===== config.mk =====
export PLATFORM = sky130hd
export DESIGN_NAME = standby_touch_scan
export DESIGN_NICKNAME = d
export VERILOG_FILES = /design/src/standby_scan_pkg.sv /design/src/standby_touch_scan.sv /design/src/standby_sample_accum.sv
export SDC_FILE = /design/constraint.sdc
export NUM_CORES = 1
export LEC_CHECK = 0
export BUFFER_PORTS_ARGS = -buffer_cell sky130_fd_sc_hd__buf_2
export CAP_MARGIN = 20
export CORE_UTILIZATION = 50
export DETAILED_ROUTE_END_ITERATION = 12
export PLACE_DENSITY_LB_ADDON = 0.15
export SYNTH_ARGS = -nofsm -noshare
export SYNTH_HDL_FRONTEND = slang
export SYNTH_SLANG_ARGS = --single-unit

===== constraint.sdc =====
create_clock -name clk -period 4 [get_ports clk]
set_clock_uncertainty 0.1 [all_clocks]
set_input_delay 0.2 -clock clk [delete_from_list [all_inputs] [get_ports clk]]
set_output_delay 0.2 -clock clk [all_outputs]
set_load 0.05 [all_outputs]

===== src/standby_scan_pkg.sv =====
// Package for the standby touch scan block: register map, field layout, timing constants.
// Assumes a 50 MHz system clock and byte-wide register access.
package standby_scan_pkg;

	// ----------------------------------------------------------------
	// Register map
	// ----------------------------------------------------------------
	localparam logic [7:0] ADDR_CHAN_ENABLE = 8'h40;
	localparam logic [7:0] ADDR_SCAN_CONFIG = 8'h41;
	localparam logic [7:0] ADDR_SENSITIVITY = 8'h42;
	localparam logic [7:0] ADDR_THRESHOLD = 8'h43;
	localparam logic [7:0] ADDR_TOUCH_STATUS = 8'h44;

	localparam logic [7:0] RST_CHAN_ENABLE = 8'h00;
	localparam logic [7:0] RST_SCAN_CONFIG = 8'h39;
	localparam logic [7:0] RST_SENSITIVITY = 8'h02;
	localparam logic [7:0] RST_THRESHOLD = 8'h40;

	localparam logic [7:0] MASK_CHAN_ENABLE = 8'h3f;
	localparam logic [7:0] MASK_SENSITIVITY = 8'h07;
	localparam logic [7:0] MASK_THRESHOLD = 8'h7f;

	// ----------------------------------------------------------------
	// Field positions
	// ----------------------------------------------------------------
	localparam int ACC_SEL_BIT = 7;
	localparam int COUNT_MSB = 6;
	localparam int COUNT_LSB = 4;
	localparam int DUR_MSB = 3;
	localparam int DUR_LSB = 2;
	localparam int PERIOD_MSB = 1;
	localparam int PERIOD_LSB = 0;

	localparam int NUM_CHAN = 6;

	// ----------------------------------------------------------------
	// Timing
	// ----------------------------------------------------------------
	localparam int CLK_HZ = 50_000_000;
	localparam int SAMPLE_BASE_US = 320;
	localparam int CYCLE_BASE_MS = 35;
	localparam int SAMPLE_BASE_CYC = SAMPLE_BASE_US * (CLK_HZ / 1_000_000);
	localparam int CYCLE_BASE_CYC = CYCLE_BASE_MS * (CLK_HZ / 1_000);

	typedef enum logic [1:0] {
		ST_IDLE = 2'b00,
		ST_SAMPLE = 2'b01,
		ST_EVAL = 2'b11,
		ST_REST = 2'b10
	} scan_state_e;

endpackage


===== src/standby_touch_scan.sv =====
// Standby touch scan sequencer with its configuration registers.
// Assumes an analog front end that measures one selected channel per request and
// returns one signed delta sample after the programmed sample time.
`timescale 1ns/1ns
`default_nettype none
module standby_touch_scan
	import standby_scan_pkg::*;
#(
	parameter int SAMPLE_W = 16,
	parameter int SAMPLE_BASE_CYCLES = SAMPLE_BASE_CYC,
	parameter int CYCLE_BASE_CYCLES = CYCLE_BASE_CYC
) (
	input wire logic clk,
	input wire logic rst_n,
	input wire logic clk_en,
	input wire logic [7:0] reg_addr,
	input wire logic [7:0] reg_wdata,
	input wire logic reg_wr,
	input wire logic reg_rd,
	output logic [7:0] reg_rdata,
	input wire logic standby_mode,
	output logic [2:0] afe_chan,
	output logic afe_sample_req,
	input wire logic afe_sample_valid,
	input wire logic signed [SAMPLE_W-1:0] afe_sample,
	output logic low_power,
	output logic [NUM_CHAN-1:0] touch_status,
	output logic touch_event
);

	localparam int SUM_W = SAMPLE_W + 8;
	localparam int SCALED_W = SUM_W + 8;
	localparam int TIMER_W = 32;

	// ----------------------------------------------------------------
	// Registers
	// ----------------------------------------------------------------
	logic [7:0] chan_enable_q;
	logic [7:0] scan_config_q;
	logic [7:0] sensitivity_q;
	logic [7:0] threshold_q;

	always_ff @(posedge clk) begin
		if (!rst_n) begin
			chan_enable_q <= RST_CHAN_ENABLE;
			scan_config_q <= RST_SCAN_CONFIG;
			sensitivity_q <= RST_SENSITIVITY;
			threshold_q <= RST_THRESHOLD;
		end else if (clk_en && reg_wr) begin
			case (reg_addr)
				ADDR_CHAN_ENABLE: chan_enable_q <= reg_wdata & MASK_CHAN_ENABLE;
				ADDR_SCAN_CONFIG: scan_config_q <= reg_wdata;
				ADDR_SENSITIVITY: sensitivity_q <= reg_wdata & MASK_SENSITIVITY;
				ADDR_THRESHOLD: threshold_q <= reg_wdata & MASK_THRESHOLD;
				default: ;
			endcase
		end
	end

	always_ff @(posedge clk) begin
		if (!rst_n) begin
			reg_rdata <= 8'h00;
		end else if (clk_en) begin
			if (reg_rd) begin
				case (reg_addr)
					ADDR_CHAN_ENABLE: reg_rdata <= chan_enable_q;
					ADDR_SCAN_CONFIG: reg_rdata <= scan_config_q;
					ADDR_SENSITIVITY: reg_rdata <= sensitivity_q;
					ADDR_THRESHOLD: reg_rdata <= threshold_q;
					ADDR_TOUCH_STATUS: reg_rdata <= {2'b00, touch_status};
					default: reg_rdata <= 8'h00;
				endcase
			end else begin
				reg_rdata <= 8'h00;
			end
		end
	end

	// ----------------------------------------------------------------
	// Field decode
	// ----------------------------------------------------------------
	logic accumulate_select;
	logic [2:0] standby_sample_count;
	logic [1:0] standby_sample_duration;
	logic [1:0] standby_cycle_period;
	logic [2:0] standby_gain;

	assign accumulate_select = scan_config_q[ACC_SEL_BIT];
	assign standby_sample_count = scan_config_q[COUNT_MSB:COUNT_LSB];
	assign standby_sample_duration = scan_config_q[DUR_MSB:DUR_LSB];
	assign standby_cycle_period = scan_config_q[PERIOD_MSB:PERIOD_LSB];
	assign standby_gain = sensitivity_q[2:0];

	function automatic logic [TIMER_W-1:0] sample_cycles(input logic [1:0] code);
		sample_cycles = TIMER_W'(SAMPLE_BASE_CYCLES) << code;
	endfunction

	function automatic logic [TIMER_W-1:0] period_cycles(input logic [1:0] code);
		period_cycles = TIMER_W'(CYCLE_BASE_CYCLES) * TIMER_W'({30'd0, code} + 32'd1);
	endfunction

	// Finds the next enabled channel at or above the given index.
	function automatic logic [3:0] next_chan(input logic [5:0] en, input logic [2:0] from);
		next_chan = 4'(NUM_CHAN);
		for (int i = NUM_CHAN - 1; i >= 0; i--) begin
			if (en[i] && (3'(i) >= from)) begin
				next_chan = 4'(i);
			end
		end
	endfunction

	// ----------------------------------------------------------------
	// Sequencer
	// ----------------------------------------------------------------
	scan_state_e state_q;
	logic [2:0] chan_q;
	logic [7:0] samples_left_q;
	logic [TIMER_W-1:0] period_timer_q;
	logic [TIMER_W-1:0] sample_timer_q;
	logic acc_clear;
	logic [3:0] first_chan;
	logic [3:0] following_chan;
	logic signed [SUM_W-1:0] sum;
	logic [7:0] sample_total;

	assign sample_total = 8'(8'h01 << standby_sample_count);
	assign first_chan = next_chan(chan_enable_q[5:0], 3'd0);
	assign following_chan = next_chan(chan_enable_q[5:0], 3'(chan_q + 3'd1));
	assign acc_clear = (state_q != ST_SAMPLE);

	standby_sample_accum #(
		.SAMPLE_W(SAMPLE_W),
		.SUM_W(SUM_W)
	) u_accum (
		.clk(clk),
		.rst_n(rst_n),
		.clk_en(clk_en),
		.clear(acc_clear),
		.sample_valid(afe_sample_valid && state_q == ST_SAMPLE),
		.sample(afe_sample),
		.sum_q(sum)
	);

	// period timer runs from cycle start
	always_ff @(posedge clk) begin
		if (!rst_n) begin
			period_timer_q <= '0;
		end else if (clk_en) begin
			// The idle cycle is the first cycle of the period, so the count starts at one
			// there; starting at zero would stretch every period by one clock.
			if (state_q == ST_IDLE) begin
				period_timer_q <= TIMER_W'(1);
			end else if (period_timer_q != '1) begin
				period_timer_q <= period_timer_q + TIMER_W'(1);
			end
		end
	end

	always_ff @(posedge clk) begin
		if (!rst_n) begin
			state_q <= ST_IDLE;
			chan_q <= 3'd0;
			samples_left_q <= 8'd0;
			sample_timer_q <= '0;
			afe_sample_req <= 1'b0;
			afe_chan <= 3'd0;
			low_power <= 1'b0;
		end else if (clk_en) begin
			afe_sample_req <= 1'b0;
			case (state_q)
				ST_IDLE: begin
					low_power <= 1'b0;
					if (standby_mode) begin
						if (first_chan == 4'(NUM_CHAN)) begin
							state_q <= ST_REST;
							low_power <= 1'b1;
						end else begin
							chan_q <= first_chan[2:0];
							afe_chan <= first_chan[2:0];
							samples_left_q <= sample_total;
							sample_timer_q <= '0;
							state_q <= ST_SAMPLE;
						end
					end
				end
				// back to back samples on one channel
				ST_SAMPLE: begin
					if (!standby_mode) begin
						state_q <= ST_REST;
					end else if (sample_timer_q == '0) begin
						afe_sample_req <= 1'b1;
						sample_timer_q <= sample_cycles(standby_sample_duration);
					end else if (afe_sample_valid) begin
						sample_timer_q <= '0;
						samples_left_q <= samples_left_q - 8'd1;
						if (samples_left_q == 8'd1) begin
							state_q <= ST_EVAL;
						end
					end
				end
				ST_EVAL: begin
					if (following_chan == 4'(NUM_CHAN) || !standby_mode) begin
						state_q <= ST_REST;
						low_power <= standby_mode;
					end else begin
						chan_q <= following_chan[2:0];
						afe_chan <= following_chan[2:0];
						samples_left_q <= sample_total;
						state_q <= ST_SAMPLE;
					end
				end
				ST_REST: begin
					if (!standby_mode || period_timer_q >= period_cycles(standby_cycle_period) - 1) begin
						state_q <= ST_IDLE;
						low_power <= 1'b0;
					end
				end
				default: state_q <= ST_IDLE;
			endcase
		end
	end

	// ----------------------------------------------------------------
	// Evaluation
	// ----------------------------------------------------------------
	logic signed [SUM_W-1:0] delta;
	logic signed [SCALED_W-1:0] scaled;

	assign delta = accumulate_select ? sum : (sum >>> standby_sample_count);
	// code 0 is 128x, code 7 is 1x
	assign scaled = SCALED_W'(delta) <<< (3'd7 - standby_gain);

	// The threshold is widened as a positive signed value so that a negative delta
	// never wraps into a large unsigned number and reports a false touch.
	logic over_threshold;
	assign over_threshold = scaled > $signed(SCALED_W'(threshold_q[6:0]));

	always_ff @(posedge clk) begin
		if (!rst_n) begin
			touch_status <= '0;
			touch_event <= 1'b0;
		end else if (clk_en) begin
			touch_event <= 1'b0;
			if (state_q == ST_EVAL) begin
				touch_status[chan_q] <= over_threshold;
				touch_event <= over_threshold;
			end
		end
	end

endmodule // standby_touch_scan
`default_nettype wire


===== src/standby_sample_accum.sv =====
// Sample accumulator for one channel measurement.
// Assumes sample_valid pulses carry signed delta samples of the current channel.
`timescale 1ns/1ns
`default_nettype none
module standby_sample_accum #(
	parameter int SAMPLE_W = 16,
	parameter int SUM_W = 24
) (
	input wire logic clk,
	input wire logic rst_n,
	input wire logic clk_en,
	input wire logic clear,
	input wire logic sample_valid,
	input wire logic signed [SAMPLE_W-1:0] sample,
	output logic signed [SUM_W-1:0] sum_q
);

	always_ff @(posedge clk) begin
		if (!rst_n) begin
			sum_q <= '0;
		end else if (clk_en) begin
			if (clear) begin
				sum_q <= '0;
			end else if (sample_valid) begin
				sum_q <= sum_q + SUM_W'(sample);
			end
		end
	end

endmodule // standby_sample_accum
`default_nettype wire


Word level (Yosys, flattened, before mapping)
Index checks and enable logic that the tools add are counted.
Widths: inputs -> output; s select.
Storage, ports and cells
  register bits after elaboration: 142
  input port bits: 39
  output and inout bits: 20
  word-level logic and storage cells: 151
Operators by class
  add/subtract/negate cells: 7
  multiply operators: 1
  order comparisons: 10
  eq/ne operators: 25
  shift-type cells: 4
  mux-type cells: 57
  reduce and logical (&&, ||, !) cells: 32
Operators with widths (number)
  $mux 32: 7
  $mux 24: 3
  $pmux 32 s2: 1
  $mux 8: 7
  $eq 8x7->1 const B: 5
  $mux 4: 10
  $pmux 8 s5: 1
  $add 32x1->32 const B: 1
  $ge 32x32->1: 1
  $gt 32x8->1: 1
  $logic_not 32->1: 1
  $ne 32x32->1 const B: 1
  $shl 14x2->32 const A: 1
  $sshl 24x3->32: 1
  $sub 24x1->25 const B: 1
  $add 24x16->24: 1
  $pmux 8 s3: 1
  $sshr 24x3->24: 1
  $mul 17x3->20 const A: 1
  $mux 2: 10
  $ne 2x2->1 const B: 8
  $reduce_and 2->1: 7
  $reduce_and 6->1: 2
  $logic_and 1x1->1: 9
  other kinds (32): 54

Logic depth before layout (Yosys ltp)
  depth in word-level cells: 13
  mapped depth: 18
  mapped depth without buffers: 17

Hierarchy
From an unflattened synthesis, not the netlist that was laid out.
Unflattened totals
  cell total of the unflattened synthesis: 1087
  area, all modules: 8927.3 um2
By module, submodules not included
  standby_touch_scan: times used 1, cells each 848, area each 6986.7 um2, seq. area each 1901.8 um2
  standby_sample_accum: times used 1, cells each 239, area each 1940.6 um2, seq. area each 480.5 um2

Worst setup path before layout
No wires, ideal clock.
  path type: flip-flop to flip-flop
  start: register scan_config_q[0]
  end: register state_q[0]
  arrival: 3.253 ns
  path slack: 0.556 ns
  cell stages (with the launch flop): 15
  buffers on the path: 0
  path through: dfxtp_1 -> inv_1 -> ha_1 -> inv_1 -> ha_1 -> inv_1 -> fa_1 -> xnor2_1 -> ha_1 -> a31oi_1 -> o21ai_0 -> a221oi_1 -> o41ai_1 -> a21oi_1 -> a311oi_1
Between the ends
  cells in the longest elaborated chain, start to end: 7
Ends and longest elaborated chain
  from (decl): RTL line standby_touch_scan.sv:39  | logic [7:0] scan_config_q;
  from (signal assigned): RTL line standby_touch_scan.sv:52  | ADDR_SCAN_CONFIG: scan_config_q <= reg_wdata;
  $add 2x1->3: RTL line standby_touch_scan.sv:99  | period_cycles = TIMER_W'(CYCLE_BASE_CYCLES) * TIMER_W'({30'd0, code} + 32'd1);
  $mul 17x3->20: RTL line standby_touch_scan.sv:99
  $sub 24x1->25: RTL line standby_touch_scan.sv:213  | if (!standby_mode || period_timer_q >= period_cycles(standby_cycle_period) - 1) begin
  $ge 32x32->1: RTL line standby_touch_scan.sv:213
  $logic_or 1x1->1: RTL line standby_touch_scan.sv:213
  $ne 2x2->1 (no source line)
  $reduce_and 6->1 (no source line)
  to (signal assigned): RTL line standby_touch_scan.sv:209  | state_q <= ST_SAMPLE;
  to (signal assigned): RTL line standby_touch_scan.sv:214  | state_q <= ST_IDLE;
  to (signal assigned): RTL line standby_touch_scan.sv:218  | default: state_q <= ST_IDLE;
  to (decl): RTL line standby_touch_scan.sv:115  | scan_state_e state_q;
Every way passes these cells.
A chain may end at the register's enable or synchronous reset.

Worst setup path in the final report
  start: register scan_config_q[1]
  end: register state_q[0]
Same word-level chain as after synthesis.

==> qor.json <==
{
  "outcome": {
    "outcome": "finished clean"
  },
  "clocking": {
    "htree_levels": 4,
    "cts_buffers": 17,
    "number_of_buffers_between_clock_root_and_the_deepest_sink": 2,
    "postCtsSetupBuffers": 0,
    "cts_root_buffer": "clkbuf_16",
    "cts_tree": "yes",
    "clkLatencyLatePin_ns": 0.42,
    "clock_sinks": 119,
    "cts.reportedPaths.clkPinSlew_ns": 0.06
  },
  "drt": {
    "remaining_drc_errors": 0,
    "dr.pass1.iters": 7,
    "vias_per_cell": 6.09,
    "final_antenna_violating_net_count": 0,
    "wl_um": 24400,
    "first_iter_violations": 642,
    "routedWlPerCell_um": 17.7,
    "num_vias": 8412
  },
  "setup_path": {
    "path_class": "flop to flop",
    "end_kind": "flop",
    "worst-r2r-setup-slack_ns": 0.26,
    "cp-start-kind": "flop",
    "crit_fanout": 7,
    "worst_ep_arrival_time_ns": 3.97,
    "worst-endpoint-required_ns": 4.22
  },
  "finish": {
    "final_common_cell": "nor2_1",
    "final_core_utilization_pct": 58.9,
    "layout-drive-gt1-share_pct": 13.8,
    "final_net_count": 1250,
    "final_cell_mix": "nor2_1 (135), dfxtp_1 (118), nand2_1 (105), a21oi_1 (77), ha_1 (65)",
    "antenna_cells_inserted": 0,
    "layout.cells.non_filler": 1382,
    "area_delta_synth_final_pct": 15.1
  },
  "floorplan": {
    "initial_utilization_pct": 51.2,
    "dieHeight_um": 135,
    "ios": 59,
    "floorplan.core_area_um2": 17300,
    "floorplan.die.width_um": 135,
    "die_area_um2": 18200,
    "rows": 48
  },
  "sta": {
    "timing.hold.ws_ns": 0.0175,
    "worst-slew-pin-transition_ns": 1.15,
    "setup-violations-final": 0,
    "period_share_pct": 93.6,
    "min_period_ns": 3.74,
    "hold_viol": 0,
    "final_max_slew_viol_count": 0,
    "totalNegativeSetupSlack_ns": 0,
    "grt_setup_unrepaired": "false",
    "timing.max_slew.rel_slack_pct": 22.6,
    "max_freq_mhz": 267
  },
  "placed_design": {
    "numPlacedInstances": 1342,
    "port_buffers": 58,
    "detailed_place_hpwl_um": 17400,
    "gp_routability_congestion": 0.909
  },
  "logic_synthesis": {
    "syn_nets": 1186,
    "synthCells": 1080,
    "synthesis.yosys.warnings": 0,
    "count_of_distinct_cell_types_in_the_synthesized_netlist": 85,
    "synth_top_flop_cell": "dfxtp_1",
    "synth_top_family_by_area": "simple AND/OR/NAND/NOR gates",
    "synth.yosys.seq_area_share_pct": 26.9,
    "postSynthAreaPerCell_um2": 8.20,
    "synth_xor_xnor_area_share_pct": 5.44,
    "fraction_of_registers_with_async_set_reset_pct": 0,
    "synth_simple_gate_area_share_pct": 21.9,
    "fraction_of_the_mapped_netlist_area_in_adder_cells_pct": 9.64,
    "synth-compound-area-share_pct": 21.1,
    "mappedNetlistArea_um2": 8850,
    "postSynthRegisterBits": 119,
    "synth-edff-count": 0,
    "post_synth_mux_area_share_pct": 10.5
  },
  "hold_path": {
    "worst_hold_path_type": "primary input to flop"
  },
  "run": {
    "maxCapViolations": 0
  },
  "power_and_ir_drop": {
    "worst_ir_drop_vdd_mv": 0.460,
    "power_per_cell_area_nw_per_um2": 302,
    "static-leakage-power_nw": 4.42
  },
  "grt": {
    "grt_pass1_vias": 7777,
    "wire_length_of_the_first_global_routing_pass_um": 39700,
    "grt_overflow": 0,
    "grt_max_degree": 51,
    "gr-usage-all-layers_pct": 27.6,
    "grt_antenna_before_repair": 0
  }
}
==> final cells by class <==
| class | instances | area, um^2 |
|---|---|---|
| tap | 225 | 282 |
| clock buffer | 18 | 439 |
| clock inverter | 14 | 221 |
| fill | 1601 | 7110 |
| sequential | 119 | 2390 |
| multi-input combinational | 874 | 6110 |
| inverter | 35 | 131 |
| timing repair buffer | 97 | 616 |
==> logic make-up (layout without fill, tap and decap cells) <==
kind of cell | count (synthesis) | after routing
flops | 119 | 119
simple gates | 406 | 406
buf+inv | 87 | 164
mux | 68 | 68
fa+ha+maj | 67 | 67
compound gates | 278 | 278
xor+xnor | 55 | 55
==> worst paths after layout <==
kind	start	end	cells after the start
min	reg_wdata[4]	chan_enable_q[4]	3
min reg2reg	sample_timer_q[14]	sample_timer_q[14]	2
max	scan_config_q[1]	state_q[0]	15
max reg2reg	scan_config_q[1]	state_q[0]	15
==> worst max-delay path: stages (launching register included) <==
cell	delay, ns
dfxtp_1	0.46
ha_1	0.30
ha_1	0.17
inv_1	0.06
fa_1	0.35
nand2_1	0.06
nand2_1	0.05
nand2_1	0.08
xnor2_1	0.07
ha_1	0.30
nand4_1	0.11
a21oi_1	0.13
a221oi_1	0.09
o41ai_1	0.93
a21oi_1	0.13
a311oi_1	0.26
==> state kept, by name (all words and copies together) (netlist names) <==
name / flops
threshold_q: 7
samples_left_q: 8
low_power: 1
sample_timer_q: 9
touch_status: 6
afe_sample_req: 1
state_q: 2
u_accum.sum_q: 24
sensitivity_q: 3
scan_config_q: 8
touch_event: 1
chan_enable_q: 6
reg_rdata: 8
period_timer_q: 32
chan_q: 3
==> stage by stage <==
stage,cell area [um^2],power [mW],setup slack [ns]
global placement,9430,1.36,0.257
CTS,10200,3.10,0.152
floorplan,8850,1.30,0.556
detailed placement,9430,1.36,0.180
global route,10200,3.16,0.00791
finish,10200,3.08,0.257
==> where the power goes <==
group / internal (mW) / switching, mW
combinational: 0.0533 / 0.102
clock: 1.13 / 0.607
sequential: 1.19 / 0.00257
==> per-layer routing <==
metal	wire, um	up-vias	GRT usage [%]
met4	410	0	7.99
li1	-	4124	-
met1	11200	3985	36.7
met3	1400	31	5.74
met5	0	-	0
met2	11400	272	45.1
==> Yosys cell counts, types with 25 or more instances <==
cell / count / share of area [%]
a21oi_1: 77 / 4.4
clkbuf_1: 37 / 1.6
dfxtp_1: 119 / 27
ha_1: 65 / 9.2
inv_1: 33 / 1.4
mux2i_1: 44 / 5.0
nand2_1: 105 / 4.5
nand3_1: 34 / 1.9
nor2_1: 135 / 5.7
o21ai_0: 48 / 2.7
xnor2_1: 30 / 3.0
xor2_1: 25 / 2.5
==> repair_timing <==
action | CTS | global route
hold buffers | 8 | 0
endpoints found under the setup margin | 0 | 7
gates resized for setup | 0 | 4
endpoints found under the hold margin | 16 | 0
No activity file was read; power rests on OpenSTA's default activity.
